**config.mk**
```make
export PLATFORM = sky130hd
export DESIGN_NAME = mcsr_regs
export DESIGN_NICKNAME = d
export VERILOG_FILES = /design/src/hdl/mcsr_pkg.sv /design/src/hdl/mcsr_regs.sv
export SDC_FILE = /design/constraint.sdc
export NUM_CORES = 1
export LEC_CHECK = 0
export BUFFER_PORTS_ARGS = -buffer_cell sky130_fd_sc_hd__buf_2
export CORE_ASPECT_RATIO = 1.25
export CORE_UTILIZATION = 57
export CTS_CLUSTER_SIZE = 10
export DETAILED_ROUTE_END_ITERATION = 10
export GPL_TIMING_DRIVEN = 0
export PLACE_DENSITY = 0.84
export SLEW_MARGIN = 10
export SYNTH_ARGS = -nofsm -noshare
export SYNTH_HDL_FRONTEND = slang
export SYNTH_SLANG_ARGS = --single-unit
```
**constraint.sdc**
```tcl
create_clock -name i_ref_clk -period 3.1 [get_ports i_ref_clk]
set_clock_uncertainty 0.05 [all_clocks]
set_input_delay 0.31 -clock i_ref_clk [delete_from_list [all_inputs] [get_ports i_ref_clk]]
set_output_delay 0.31 -clock i_ref_clk [all_outputs]
set_load 0.005 [all_outputs]
```
**src/hdl/mcsr_pkg.sv**
```systemverilog
// constants and carrier types for the modulator control and status bank
package mcsr_pkg;

    // host port layout
    localparam int unsigned ADDR_W = 3;
    localparam int unsigned DATA_W = 8;
    localparam int unsigned WORD_W = 32;
    localparam int unsigned SEED_W = 19;
    localparam int unsigned STAT_W = 7;

    // host port address spaces
    localparam logic [2:0] SPACE_BYTE_LAST = 3'h3;
    localparam logic [2:0] SPACE_COMMIT    = 3'h4;
    localparam logic [2:0] SPACE_READ_SEL  = 3'h5;

    // control word indices
    localparam logic [7:0] CW_INT_STATUS  = 8'h08;
    localparam logic [7:0] CW_INT_ENABLE  = 8'h09;
    localparam logic [7:0] CW_CARRIER     = 8'h0a;
    localparam logic [7:0] CW_SYMBOL      = 8'h0b;
    localparam logic [7:0] CW_UPPER_CLAMP = 8'h0c;
    localparam logic [7:0] CW_LOWER_CLAMP = 8'h0d;
    localparam logic [7:0] CW_FIFO_CLEAR  = 8'h0e;
    localparam logic [7:0] CW_BUF_UPDATE  = 8'h0f;
    localparam logic [7:0] CW_SOFT_RESET  = 8'h10;
    localparam logic [7:0] CW_SEED        = 8'h11;
    localparam logic [7:0] CW_FIFO_WRITE  = 8'h12;

    // status and enable bit positions
    localparam int unsigned BIT_FIFO_FULL  = 6;
    localparam int unsigned BIT_FIFO_EMPTY = 5;
    localparam int unsigned BIT_FIFO_OVFL  = 4;
    localparam int unsigned BIT_FIFO_UNFL  = 3;
    localparam int unsigned BIT_DPLL_LOCK  = 2;
    localparam int unsigned BIT_APLL_LOCK  = 1;
    localparam int unsigned BIT_RESET_DONE = 0;

    // reset values
    localparam logic [7:0]  RST_INT_STATUS  = 8'h00;
    localparam logic [7:0]  RST_INT_ENABLE  = 8'h00;
    localparam logic [31:0] RST_CARRIER     = 32'h0000_0000;
    localparam logic [31:0] RST_SYMBOL      = 32'h0000_0000;
    localparam logic [31:0] RST_UPPER_CLAMP = 32'h07ff_ffff;
    localparam logic [31:0] RST_LOWER_CLAMP = 32'h0000_0000;
    localparam logic [18:0] RST_SEED        = 19'h0_0000;
    localparam logic [31:0] RST_MASTER      = 32'h0000_0000;

    // hardware reset hold time, device clock cycles
    localparam int unsigned RESET_HOLD_CYCLES = 10;

    typedef struct packed {
        logic        chip_enable_b;
        logic        write_b;
        logic [2:0]  addr;
        logic [7:0]  data;
    } mcsr_port_t;

    typedef struct packed {
        logic [31:0] carrier_phase_step;
        logic [31:0] symbol_phase_step;
        logic [31:0] loop_filter_upper_clamp;
        logic [31:0] loop_filter_lower_clamp;
        logic [18:0] filter_seed;
    } mcsr_settings_t;

    typedef struct packed {
        logic fifo_clear_strobe;
        logic buffer_update_strobe;
        logic fifo_write_strobe;
    } mcsr_strobes_t;

endpackage

```
**src/hdl/mcsr_regs.sv**
```systemverilog
// control word bank behind the 8-bit host control port
`timescale 1ns/1ps
`default_nettype none

module mcsr_regs
(
    // clock and reset
    input  wire logic                     i_ref_clk,
    input  wire logic                     i_rst_b,
    // host control port pins
    input  wire mcsr_pkg::mcsr_port_t     i_port,
    output logic [7:0]                    o_control_data,
    output logic                          o_control_data_oe,
    // conditions from the datapath, same clock
    input  wire logic [6:0]               i_status,
    // to the datapath
    output mcsr_pkg::mcsr_settings_t      o_settings,
    output mcsr_pkg::mcsr_strobes_t       o_strobes,
    output logic                          o_soft_reset,
    output logic                          o_irq
);

    typedef enum logic [1:0]
    {
        MCSR_IDLE  = 2'b00,
        MCSR_WRITE = 2'b01,
        MCSR_READ  = 2'b10
    } mcsr_phase_t;

    // three-stage synchroniser on every port pin
    mcsr_pkg::mcsr_port_t sync1;
    mcsr_pkg::mcsr_port_t sync2;
    mcsr_pkg::mcsr_port_t sync3;
    mcsr_pkg::mcsr_port_t port;
    mcsr_phase_t          phase;
    mcsr_phase_t          next_phase;
    logic [31:0]          master_register;
    logic [7:0]           read_select;
    logic [7:0]           int_status;
    logic [7:0]           int_enable;
    logic                 write_event;
    logic                 commit;
    logic [7:0]           commit_word;
    logic [31:0]          read_word;

    // an address space that carries one byte of the master register
    function automatic logic is_byte_space(input logic [2:0] space);
        return space <= mcsr_pkg::SPACE_BYTE_LAST;
    endfunction

    // completed host write into one address space
    function automatic logic space_hit(input logic       done,
                                       input logic [2:0] space,
                                       input logic [2:0] target);
        return done && (space == target);
    endfunction

    // commit aimed at one trigger word
    function automatic logic word_hit(input logic       fire,
                                      input logic [7:0] word,
                                      input logic [7:0] target);
        return fire && (word == target);
    endfunction

    always_ff @(posedge i_ref_clk)
    begin
        if (!i_rst_b)
        begin
            sync1 <= '1;
            sync2 <= '1;
            sync3 <= '1;
            port  <= '1;
        end
        else
        begin
            sync1 <= i_port;
            sync2 <= sync1;
            sync3 <= sync2;
            // a change counts only once two stages agree
            if (sync2 == sync3)
            begin
                port <= sync3;
            end
        end
    end

    // write taken once per write pulse, on its completion
    always_comb
    begin
        next_phase = MCSR_IDLE;
        if (!port.chip_enable_b)
        begin
            next_phase = port.write_b ? MCSR_READ : MCSR_WRITE;
        end
    end

    always_ff @(posedge i_ref_clk)
    begin
        if (!i_rst_b)
        begin
            phase <= MCSR_IDLE;
        end
        else
        begin
            phase <= next_phase;
        end
    end

    // write and its latched address and data held by the last filtered sample
    logic [2:0] held_addr;
    logic [7:0] held_data;

    always_ff @(posedge i_ref_clk)
    begin
        if (!i_rst_b)
        begin
            held_addr <= 3'h0;
            held_data <= 8'h00;
        end
        else if (next_phase == MCSR_WRITE)
        begin
            held_addr <= port.addr;
            held_data <= port.data;
        end
    end

    assign write_event = (phase == MCSR_WRITE) && (next_phase != MCSR_WRITE);
    assign commit      = space_hit(write_event, held_addr, mcsr_pkg::SPACE_COMMIT)
                         && (held_data != mcsr_pkg::CW_SOFT_RESET);
    assign commit_word = held_data;

    // master register bytes and read word select
    always_ff @(posedge i_ref_clk)
    begin
        if (!i_rst_b)
        begin
            master_register <= mcsr_pkg::RST_MASTER;
        end
        else if (write_event && is_byte_space(held_addr))
        begin
            master_register[held_addr[1:0]*8 +: 8] <= held_data;
        end
    end

    always_ff @(posedge i_ref_clk)
    begin
        if (!i_rst_b)
        begin
            read_select <= mcsr_pkg::CW_INT_STATUS;
        end
        else if (space_hit(write_event, held_addr, mcsr_pkg::SPACE_READ_SEL))
        begin
            read_select <= held_data;
        end
    end

    // soft reset level
    always_ff @(posedge i_ref_clk)
    begin
        if (!i_rst_b)
        begin
            o_soft_reset <= 1'b0;
        end
        else if (space_hit(write_event, held_addr, mcsr_pkg::SPACE_COMMIT))
        begin
            o_soft_reset <= (held_data == mcsr_pkg::CW_SOFT_RESET);
        end
    end

    // stored control words
    always_ff @(posedge i_ref_clk)
    begin
        if (!i_rst_b)
        begin
            int_enable                         <= mcsr_pkg::RST_INT_ENABLE;
            o_settings.carrier_phase_step      <= mcsr_pkg::RST_CARRIER;
            o_settings.symbol_phase_step       <= mcsr_pkg::RST_SYMBOL;
            o_settings.loop_filter_upper_clamp <= mcsr_pkg::RST_UPPER_CLAMP;
            o_settings.loop_filter_lower_clamp <= mcsr_pkg::RST_LOWER_CLAMP;
            o_settings.filter_seed             <= mcsr_pkg::RST_SEED;
        end
        else if (commit)
        begin
            if (commit_word == mcsr_pkg::CW_INT_ENABLE)
            begin
                int_enable <= {1'b0, master_register[6:0]};
            end
            else if (commit_word == mcsr_pkg::CW_CARRIER)
            begin
                o_settings.carrier_phase_step <= master_register;
            end
            else if (commit_word == mcsr_pkg::CW_SYMBOL)
            begin
                o_settings.symbol_phase_step <= master_register;
            end
            else if (commit_word == mcsr_pkg::CW_UPPER_CLAMP)
            begin
                o_settings.loop_filter_upper_clamp <= master_register;
            end
            else if (commit_word == mcsr_pkg::CW_LOWER_CLAMP)
            begin
                o_settings.loop_filter_lower_clamp <= master_register;
            end
            else if (commit_word == mcsr_pkg::CW_SEED)
            begin
                o_settings.filter_seed <= master_register[18:0];
            end
        end
    end

    // one-cycle strobes, nothing stored
    always_ff @(posedge i_ref_clk)
    begin
        if (!i_rst_b)
        begin
            o_strobes <= '0;
        end
        else
        begin
            o_strobes.fifo_clear_strobe    <= word_hit(commit, commit_word,
                                                       mcsr_pkg::CW_FIFO_CLEAR);
            o_strobes.buffer_update_strobe <= word_hit(commit, commit_word,
                                                       mcsr_pkg::CW_BUF_UPDATE);
            o_strobes.fifo_write_strobe    <= word_hit(commit, commit_word,
                                                       mcsr_pkg::CW_FIFO_WRITE);
        end
    end

    // status mirrors the datapath conditions, bit 7 always zero
    always_ff @(posedge i_ref_clk)
    begin
        if (!i_rst_b)
        begin
            int_status <= mcsr_pkg::RST_INT_STATUS;
        end
        else
        begin
            int_status <= {1'b0, i_status};
        end
    end

    always_ff @(posedge i_ref_clk)
    begin
        if (!i_rst_b)
        begin
            o_irq <= 1'b0;
        end
        else
        begin
            o_irq <= |({1'b0, i_status} & int_enable);
        end
    end

    // readback of the selected word, byte chosen by the address pins
    always_comb
    begin
        read_word = 32'h0000_0000;
        if (read_select == mcsr_pkg::CW_INT_STATUS)
            read_word = {24'h00_0000, int_status};
        else if (read_select == mcsr_pkg::CW_INT_ENABLE)
            read_word = {24'h00_0000, int_enable};
        else if (read_select == mcsr_pkg::CW_CARRIER)
            read_word = o_settings.carrier_phase_step;
        else if (read_select == mcsr_pkg::CW_SYMBOL)
            read_word = o_settings.symbol_phase_step;
        else if (read_select == mcsr_pkg::CW_UPPER_CLAMP)
            read_word = o_settings.loop_filter_upper_clamp;
        else if (read_select == mcsr_pkg::CW_LOWER_CLAMP)
            read_word = o_settings.loop_filter_lower_clamp;
        else if (read_select == mcsr_pkg::CW_SEED)
            read_word = {13'h0000, o_settings.filter_seed};
    end

    always_ff @(posedge i_ref_clk)
    begin
        if (!i_rst_b)
        begin
            o_control_data    <= 8'h00;
            o_control_data_oe <= 1'b0;
        end
        else
        begin
            o_control_data    <= read_word[port.addr[1:0]*8 +: 8];
            // only the byte spaces drive the bus, avoiding contention elsewhere
            o_control_data_oe <= (next_phase == MCSR_READ)
                                 && is_byte_space(port.addr);
        end
    end

endmodule

`default_nettype wire

```
==> reports/qor.yml, run 1 <==
p_leak_nw: 5.48
min_period_ns: 3.09
synth_seq_cells: 280
synth_cell_types: 65
clock_latency_ns: 0.52
antenna_found_initial: 0
route.detailed.drc: 0
dr_total_vias: 11400
max-cap-violations: 0
ys.flop_type: "dfxtp_1"
area_growth_pct: 21.1
worstSetupPathType: "flop to flop"
r2r_slack_ns: 0.007
drtIter0Drc: 1322
cts-root-buf: "clkbuf_16"
synth_warnings: 0
cts_tree: "done"
placed_area_um2: 12800
worst_slew_pin_slew_ns: 1.06
row_count: 57
cts_setup_buffers: 0
ant_nets: 0
setup_viol_count_final: 0
routedWlPerCell_um: 22.2
syn_area_um2: 11600
die_w_um: 130
diodes: 0
dp_cells: 1767
maxSlewViolCount: 0
dieArea_um2: 20900
status: "completed"
h-tree-depth: 2
first_global_vias: 10800
syn-instance-count: 1320
fin_ws_ns: 0.00698
dp_slack_ns: -0.118
hp-class: "input port to flop"
rsz0062_at_grt: "yes"
first_pass_iters: 5
irDropWorstVdd_mv: 0.514
period_share: 0.998
max_slew_margin: 0.281
ios: 183
arrival_ns: 3.40
clk_pin_slew_ns: 0.05
post-dp-hpwl_um: 29300
powerDensity_nw_per_um2: 529
clockBufferDepth: 3
utilization: 0.713
synth_nets: 1347
cts_made_buffers: 34
cp-start-kind: "flop"
avgSynthCellArea_um2: 8.78
nets: 1585
wl_um: 40600
numClockSinks: 280
fmax_mhz: 323
drive_above_1_share: 0.170
ys_async_sr_fraction: 0
grt_pass1_wl_um: 60600
worst_ep_required_time_ns: 3.41
finalHoldViolCount: 0
grt_max_degree: 11
end_kind: "flop"
vias_per_cell: 6.23
die_h_um: 161
core-area_um2: 19700
gr-usage-all-layers: 0.387
grt_overflow: 0
yosysSeqAreaShare: 0.484
postLayoutCellArea_um2: 14000
initial_utilization: 0.589
place.gp.congestion: 1.03
crit_fanout: 10
io_buffers: 182
final_cell_count_no_fill: 1830
synth_edf_count: 0
==> registers in the layout, indices dropped and copies added (netlist names), 13 cells and up <==
signal           count
master_register     32
sync2               13
port                13
sync3               13
o_settings         147
sync1               13
==> final cells by class <==
cell class                      instances  area (µm²)
Fill cell                            1537        5650
Inverter                                8        30.0
Clock buffer                           40         905
Timing Repair Buffer                  202        1110
Sequential cell                       280        5610
Buffer                                107         468
Multi-Input combinational cell        925        5530
Clock inverter                          3        62.6
Tap cell                              265         332
==> power by group <==
group / internal, mW / switching [mW]
clock network: 2.13 / 1.44
registers: 3.63 / 0.0122
logic: 0.0743 / 0.137
total: 5.83 / 1.59
==> placed cells by master, fill, tap and decap left out, types with 4 or more instances in the layout <==
cell type,count
dfxtp_1,280
nand2_1,213
buf_2,197
nand3_1,127
mux2i_1,106
clkbuf_1,84
nor2_1,84
a21oi_1,76
o21ai_1,67
nand2b_1,46
clkbuf_16,35
o21ai_0,25
dlygate4sd3_1,20
nor3_1,14
xnor2_1,13
and2_1,11
a22o_1,10
a22oi_1,8
mux4_2,7
inv_1,6
nor2b_1,6
nand4_1,6
buf_6,6
nor4b_1,6
a211oi_1,6
o221ai_1,6
mux2_2,6
nor4_1,5
and3_1,5
nor3b_1,5
ha_1,5
buf_1,4
a32o_1,4
o211ai_1,4
==> final timing paths <==
kind         depth (start not counted)      startpoint           endpoint
max                                  6  read_select[4]  o_control_data[1]
min                                  3         i_rst_b  o_control_data[1]
max reg2reg                          6  read_select[4]  o_control_data[1]
min reg2reg                          1       sync1[11]          sync2[11]
==> per-stage QoR <==
stage                     hold WS [ns]  power [mW]  TNS, ns
after global placement           0.340        3.89   -0.200
after CTS                        0.209        7.41        0
final                            0.240        7.42        0
after detailed placement         0.343        3.90   -0.466
after global routing             0.273        7.60  -0.0374
after floorplan                  0.336        3.83        0
==> synth_stat cells (all sizes together), types with 3 or more instances <==
library cell / count / area (µm²)
dfxtp: 280 / 5610
nand2: 213 / 800
nand3: 127 / 636
mux2i: 106 / 1060
o21ai: 92 / 460
nor2: 85 / 319
clkbuf: 82 / 308
a21oi: 76 / 380
nand2b: 46 / 288
buf: 25 / 158
nor3: 15 / 86.3
xnor2: 13 / 114
and2: 11 / 68.8
a22o: 10 / 87.6
nor4b: 9 / 78.8
a22oi: 8 / 60.1
inv: 7 / 26.3
mux4: 7 / 158
a211oi: 6 / 45.0
mux2: 6 / 67.6
nand4: 6 / 37.5
nor2b: 6 / 37.5
nor4: 6 / 43.8
o221ai: 6 / 52.6
and3: 5 / 31.3
ha: 5 / 62.6
nor3b: 5 / 37.5
a32o: 4 / 40.0
o211ai: 4 / 30.0
a221oi: 3 / 26.3
and4: 3 / 26.3
nand3b: 3 / 22.5
o22ai: 3 / 18.8
or3: 3 / 18.8
or4b: 3 / 30.0
==> worst max-delay path: stages, from the launching register on <==
cell      delay (ns)
dfxtp_1         0.33
or4b_1          0.51
clkbuf_1        0.27
nor2_2          0.46
clkbuf_1        0.54
a21boi_1        0.18
o41ai_1         0.57
==> cells by family (layout without fill, tap and decap cells) <==
kind of cell,count (synthesis),count (layout),share of synthesized area
and+or+nand+nor,556,556,0.229
DFF,280,280,0.484
AOI/OAI and AO/OA,232,232,0.119
muxes,119,119,0.111
buffers and inverters,115,360,0.0427
xor gates and xnor gates,13,13,0.00982
adders and majority gates,5,5,0.00540
==> per-layer routing <==
metal / vias to the layer above / global-route usage / wire length (µm)
met2: 791 / 0.630 / 18900
met1: 5313 / 0.449 / 14400
li1: 5059 / - / -
met5: - / 0 / 0
met4: 0 / 0.286 / 3250
met3: 233 / 0.0765 / 4020
==> what timing repair did <==
item	CTS	global route
hold buffers	20	0
pin swaps	0	0
endpoints found under the hold margin	20	0
setup endpoints to repair	6	6
gates resized for setup	3	4
No activity file was read; power rests on OpenSTA's default activity.
==> run 2, diff against run 1 <==
--- a/config.mk
+++ b/config.mk
@@ -6,12 +6,12 @@
 export NUM_CORES = 1
 export LEC_CHECK = 0
 export BUFFER_PORTS_ARGS = -buffer_cell sky130_fd_sc_hd__buf_2
-export CORE_ASPECT_RATIO = 1.25
 export CORE_UTILIZATION = 57
 export CTS_CLUSTER_SIZE = 10
 export DETAILED_ROUTE_END_ITERATION = 10
 export GPL_TIMING_DRIVEN = 0
 export PLACE_DENSITY = 0.84
+export RECOVER_POWER = 100
 export SLEW_MARGIN = 10
 export SYNTH_ARGS = -nofsm -noshare
 export SYNTH_HDL_FRONTEND = slang
==> run 2 against run 1 <==
Largest power group unchanged. Via count fell by 0.71%. Sequential power barely moved. Maximum frequency rose by 2.0%.
==> reports/qor.yml, run 2 (synthesis gave the netlist of run 1 again) <==
cts_setup_buffers: 0  # unchanged
core-area_um2: 19700  # +0.17%
worst_slew_pin_slew_ns: 1.14  # +0.0724 ns
final_cell_count_no_fill: 1825  # -0.27%
dr_total_vias: 11300  # -0.71%
ios: 183  # unchanged
fmax_mhz: 330  # +2.0%
numClockSinks: 280  # unchanged
max-cap-violations: 0  # unchanged
first_global_vias: 10500  # -3.0%
nets: 1582  # -0.19%
cp-start-kind: "flop"
timing.hold.ws_ns: 0.0339  # -0.206 ns
gr-usage-all-layers: 0.381  # -0.00643
cts-root-buf: "clkbuf_16"
finalHoldViolCount: 0  # unchanged
power_switching_mw: 1.55  # -2.7%
worst_ep_required_time_ns: 3.39  # -0.02 ns
hp-class: "input port to flop"
status: "completed"
initial_utilization: 0.588  # -0.00101
utilization: 0.699  # -0.0139
clock_latency_ns: 0.51  # about the same
die_w_um: 145  # +12%
period_share: 0.978  # -0.0197
irDropWorstVdd_mv: 0.488  # -5.0%
clockBufferDepth: 3  # unchanged
wl_um: 40100  # -1.1%
setup_viol_count_final: 0  # unchanged
io_buffers: 182  # unchanged
diodes: 0  # unchanged
internal-power_mw: 5.73  # -1.7%
dp_cells: 1767  # unchanged
final_cell_mix: "dfxtp_1, nand2_1, clkbuf_1, nand3_1, mux2i_1"
tns_ns: 0  # unchanged
max_slew_margin: 0.232  # -0.0490
p_leak_nw: 4.96  # -9.6%
r2r_end: "o_control_data[1]"
whs_path_depth: 2  # -1
p_comb_frac: 0.028  # about the same
cts_tree: "done"
top_regs: "o_settings (147), master_register (32)"
crit_fanout: 10  # unchanged
dieArea_um2: 20900  # about the same
rr_startpoint: "read_select[4]"
worstSetupPathType: "flop to flop"
post-dp-hpwl_um: 28900  # -1.5%
arrival_ns: 3.32  # -0.08 ns
drive_above_1_share: 0.0904  # -0.0796
final_common_cell: "dfxtp_1"
grt_overflow: 0  # unchanged
first_pass_iters: 6  # +1
h-tree-depth: 2  # unchanged
antenna_found_initial: 0  # unchanged
ant_nets: 0  # unchanged
p_clk_frac: 0.472  # -0.009
area_growth_pct: 19.0
route.detailed.drc: 0  # unchanged
end_kind: "flop"
worstHoldStart: "i_status[1]"
grt_max_degree: 11  # unchanged
routedWlPerCell_um: 22.0  # -0.82%
rsz0062_at_grt: "no"
grt_pass1_wl_um: 59300  # -2.2%
clk_pin_slew_ns: 0.06  # about the same
min_period_ns: 3.03  # -0.0612 ns
die_h_um: 145  # -10%
pwr-share-seq: 0.500  # +0.010
drtIter0Drc: 1614  # +22%
top_register: "o_settings"
swShare: 0.213  # -0.00164
maxSlewViolCount: 0  # unchanged
row_count: 51  # -11%
powerDensity_nw_per_um2: 528  # -0.18%
largest_reg_flops: 147  # unchanged
cts_made_buffers: 34  # unchanged
place.gp.congestion: 1.04  # +1.1%
r2r_slack_ns: 0.07  # +0.06 ns
min_to: "int_status[1]"
reg2regPathDepth: 6  # unchanged
vias_per_cell: 6.20  # -0.44%
==> run 2: changes by cell type in the layout (fill, tap and decap cells not counted), moves of 2 or more <==
| cell | delta |
|---|---|
| and2_0 | +8 |
| buf_2 | -125 |
| clkbuf_1 | +116 |
| o21ai_0 | +63 |
| o21ai_1 | -63 |
| dlygate4sd3_1 | -2 |
| clkbuf_2 | +4 |
| clkinv_8 | -2 |
| and2_1 | -8 |
| buf_1 | +3 |
==> run 2: critical path, cell delays in order, from the launching register on <==
cell and delay [ns]:
dfxtp_1 0.33, or4b_1 0.51, clkbuf_1 0.23, nor2_2 0.52, clkbuf_1 0.48, a21boi_1 0.16
o41ai_1 0.57
==> run 2: layout make-up <==
cell class | instances | area [µm²]
Buffer | 106 | 460
Clock buffer | 39 | 901
Clock inverter | 2 | 16.3
Fill cell | 1613 | 5930
Inverter | 8 | 30.0
Multi-Input combinational cell | 925 | 5500
Sequential cell | 280 | 5610
Tap cell | 265 | 332
Timing Repair Buffer | 200 | 943
==> run 2: metrics by stage <==
step	instance area, µm²	worst slack, ns	power, mW
after floorplan	11600	0.735	3.83
after global placement	12800	-0.269	3.89
after detailed placement	12800	-0.299	3.90
after CTS	13900	0.0775	7.26
after global routing	13800	0.0123	7.45
final	13800	0.0682	7.28
==> run 2: worst max-delay path by stage <==
stage / to / depth (start not counted) / slack (ns) / from
after floorplan: o_settings[51] / 8 / 0.73 / commit_word[4]
after global placement: o_control_data[0] / 7 / -0.27 / read_select[0]
after detailed placement: o_control_data[0] / 7 / -0.30 / read_select[0]
after CTS: o_control_data[1] / 7 / 0.08 / read_select[2]
after global routing: o_control_data[1] / 6 / 0.01 / read_select[4]
final: o_control_data[1] / 6 / 0.07 / read_select[4]
==> run 2: power by group through the flow <==
stage               clock [mW]  combinational, mW  sequential, mW
CTS                       3.43              0.197            3.64
floorplan                    0              0.114            3.71
global placement             0              0.175            3.71
finish                    3.43              0.204            3.64
global route              3.60              0.216            3.64
detailed placement           0              0.179            3.72
==> run 2: timing repair <==
item	in CTS	in global routing
resized for setup	3	3
setup endpoints to repair	6	4
hold buffers	18	0
endpoints found under the hold margin	18	0
pin swaps	0	0
==> run 2: metal layers <==
metal | part of all wire | GRT usage
met5 | 0 | 0
met4 | 0.062 | 0.228
met3 | 0.12 | 0.0891
met2 | 0.45 | 0.612
met1 | 0.37 | 0.464
==> run 3, diff against run 2 <==
--- a/config.mk
+++ b/config.mk
@@ -12,6 +12,7 @@
 export GPL_TIMING_DRIVEN = 0
 export PLACE_DENSITY = 0.84
 export RECOVER_POWER = 100
+export SETUP_SLACK_MARGIN = 0.2
 export SLEW_MARGIN = 10
 export SYNTH_ARGS = -nofsm -noshare
 export SYNTH_HDL_FRONTEND = slang
==> run 3 against run 2 <==
Worst hold slack got worse by 0.011 ns. Die area did not move. Maximum frequency increased by 4.0%. Global-route usage barely moved. Critical path type unchanged. Critical endpoint is now o_settings[46]. Largest cell class unchanged.
==> reports/qor.yml, run 3 (synthesis gave the netlist of run 1 again) <==
fmax_mhz: 343  # +4.0%
max_stage_delay_ns: 0.54  # -0.03 ns
cts-root-buf: "clkbuf_16"
setup_viol_count_final: 0  # unchanged
ios: 183  # unchanged
startpoint: "commit_word[6]"
worst_slew_pin_slew_ns: 1.07  # -0.0676 ns
h-tree-depth: 2  # unchanged
gr-usage-all-layers: 0.381  # about the same
drive_above_1_share: 0.0961  # +0.00571
rsz0062_at_grt: "yes"
placed_area_um2: 12800  # unchanged
die_w_um: 145  # unchanged
die_h_um: 145  # unchanged
post-dp-hpwl_um: 28900  # unchanged
grt_overflow: 0  # unchanged
path_depth: 7  # +1
drtIter0Drc: 1486  # -7.9%
vias_per_cell: 6.21  # +0.23%
worstPathBufferInverterCount: 2  # unchanged
clk_pin_slew_ns: 0.06  # about the same
io_buffers: 182  # unchanged
status: "completed"
initial_utilization: 0.588  # unchanged
cts_made_buffers: 34  # unchanged
worstSetupPathType: "flop to flop"
irDropWorstVdd_mv: 0.489  # about the same
cts_setup_buffers: 0  # unchanged
fin_ws_ns: 0.184  # +0.115 ns
min_period_ns: 2.92  # -0.115 ns
nets: 1583  # +0.063%
p_leak_nw: 5.00  # +0.84%
wl_um: 40200  # +0.13%
place.gp.congestion: 1.04  # unchanged
area_growth_pct: 19.2
clockBufferDepth: 3  # unchanged
routedWlPerCell_um: 22.0  # about the same
grt_max_degree: 11  # unchanged
top_register: "o_settings"
cts_tree: "done"
grt_pass1_wl_um: 59300  # about the same
numClockSinks: 280  # unchanged
dieArea_um2: 20900  # unchanged
largest_reg_flops: 147  # unchanged
ant_nets: 0  # unchanged
postLayoutCellArea_um2: 13800  # +0.16%
clock_latency_ns: 0.52  # about the same
arrival_ns: 3.23  # -0.09 ns
hp-class: "input port to flop"
end_kind: "flop"
crit_family: "simple AND/OR/NAND/NOR gates"
whs_path_depth: 2  # unchanged
final_cell_mix: "dfxtp_1, nand2_1, clkbuf_1, nand3_1, mux2i_1"
utilization: 0.700  # +0.00114
route.detailed.drc: 0  # unchanged
diodes: 0  # unchanged
first_global_vias: 10500  # -0.038%
worstHoldStart: "i_status[1]"
fill_cells: 1605  # -0.50%
worst_ep_required_time_ns: 3.41  # +0.02 ns
cp-start-kind: "flop"
maxSlewViolCount: 0  # unchanged
row_count: 51  # unchanged
worstPathCellList: "clkbuf_1 -> or4b_1 -> or3b_1 -> nor3_4 -> clkbuf_2 -> mux2i_1 -> nor2_1"
top_regs: "o_settings (147), master_register (32)"
rr_startpoint: "commit_word[6]"
dr_total_vias: 11300  # +0.28%
dp_slack_ns: -0.299  # unchanged
core-area_um2: 19700  # unchanged
final_common_cell: "dfxtp_1"
powerDensity_nw_per_um2: 527  # -0.11%
crit_path_top_delay_cell: "or4b_1"
first_pass_iters: 6  # unchanged
crit_fanout: 10  # unchanged
max-cap-violations: 0  # unchanged
max_slew_margin: 0.277  # +0.0457
period_share: 0.941  # -0.0373
reg2regPathDepth: 7  # +1
finalHoldViolCount: 0  # unchanged
antenna_found_initial: 0  # unchanged
-- run 3: path summary, 6_finish.rpt --
path	endpoint	slack (ns)
worst min register to register	sync2[6]	0.35
worst max register to register	o_settings[46]	0.18
worst min-delay path	int_status[1]	0.02
worst max-delay path	o_settings[46]	0.18
-- run 3: worst register-to-register path: stages, from the launching register on --
cell	delay, ns
dfxtp_1	0.29
clkbuf_1	0.23
or4b_1	0.54
or3b_1	0.51
nor3_4	0.43
clkbuf_2	0.43
mux2i_1	0.25
nor2_1	0.06
-- run 3: repair_timing --
| action | 4_1_cts | 5_1_grt |
|---|---|---|
| hold endpoints to repair | 18 | 0 |
| endpoints found under the setup margin | 7 | 35 |
| hold buffers | 18 | 0 |
| resized for setup | 5 | 24 |
| pin swaps | 0 | 0 |
-- run 3: cell type report --
type,count,area [µm²],area share
Timing Repair Buffer,200,943,0.0683
Multi-Input combinational cell,925,5540,0.401
Inverter,8,30.0,0.00217
Clock inverter,2,16.3,0.00118
Tap cell,265,332,0.0240
Clock buffer,39,901,0.0652
Buffer,107,448,0.0324
Sequential cell,280,5610,0.406
-- run 3: stage by stage --
stage	hold slack, ns	instances	setup TNS, ns	power (mW)
after global placement	0.337	1767	-0.449	3.89
after CTS	0.0114	1826	0	7.27
after global routing	0.0392	1826	0	7.45
final	0.0232	1826	0	7.28
after floorplan	0.336	1320	0	3.83
after detailed placement	0.342	1767	-0.588	3.90
-- run 3: power by group --
| group | leakage, nW | internal (mW) | total [mW] | switching (mW) |
|---|---|---|---|---|
| Combinational | 2.28 | 0.0722 | 0.205 | 0.133 |
| Sequential | 2.27 | 3.63 | 3.64 | 0.0123 |
| Clock | 0.447 | 2.03 | 3.44 | 1.41 |
-- run 3: metal layers --
layer	part of all wire	vias up	track usage	wire length, µm
met5	0	-	0	0
met4	0.061	0	0.225	2450
met3	0.12	193	0.0881	4750
met2	0.45	823	0.613	18000
met1	0.37	5282	0.464	15000
li1	-	5049	-	-
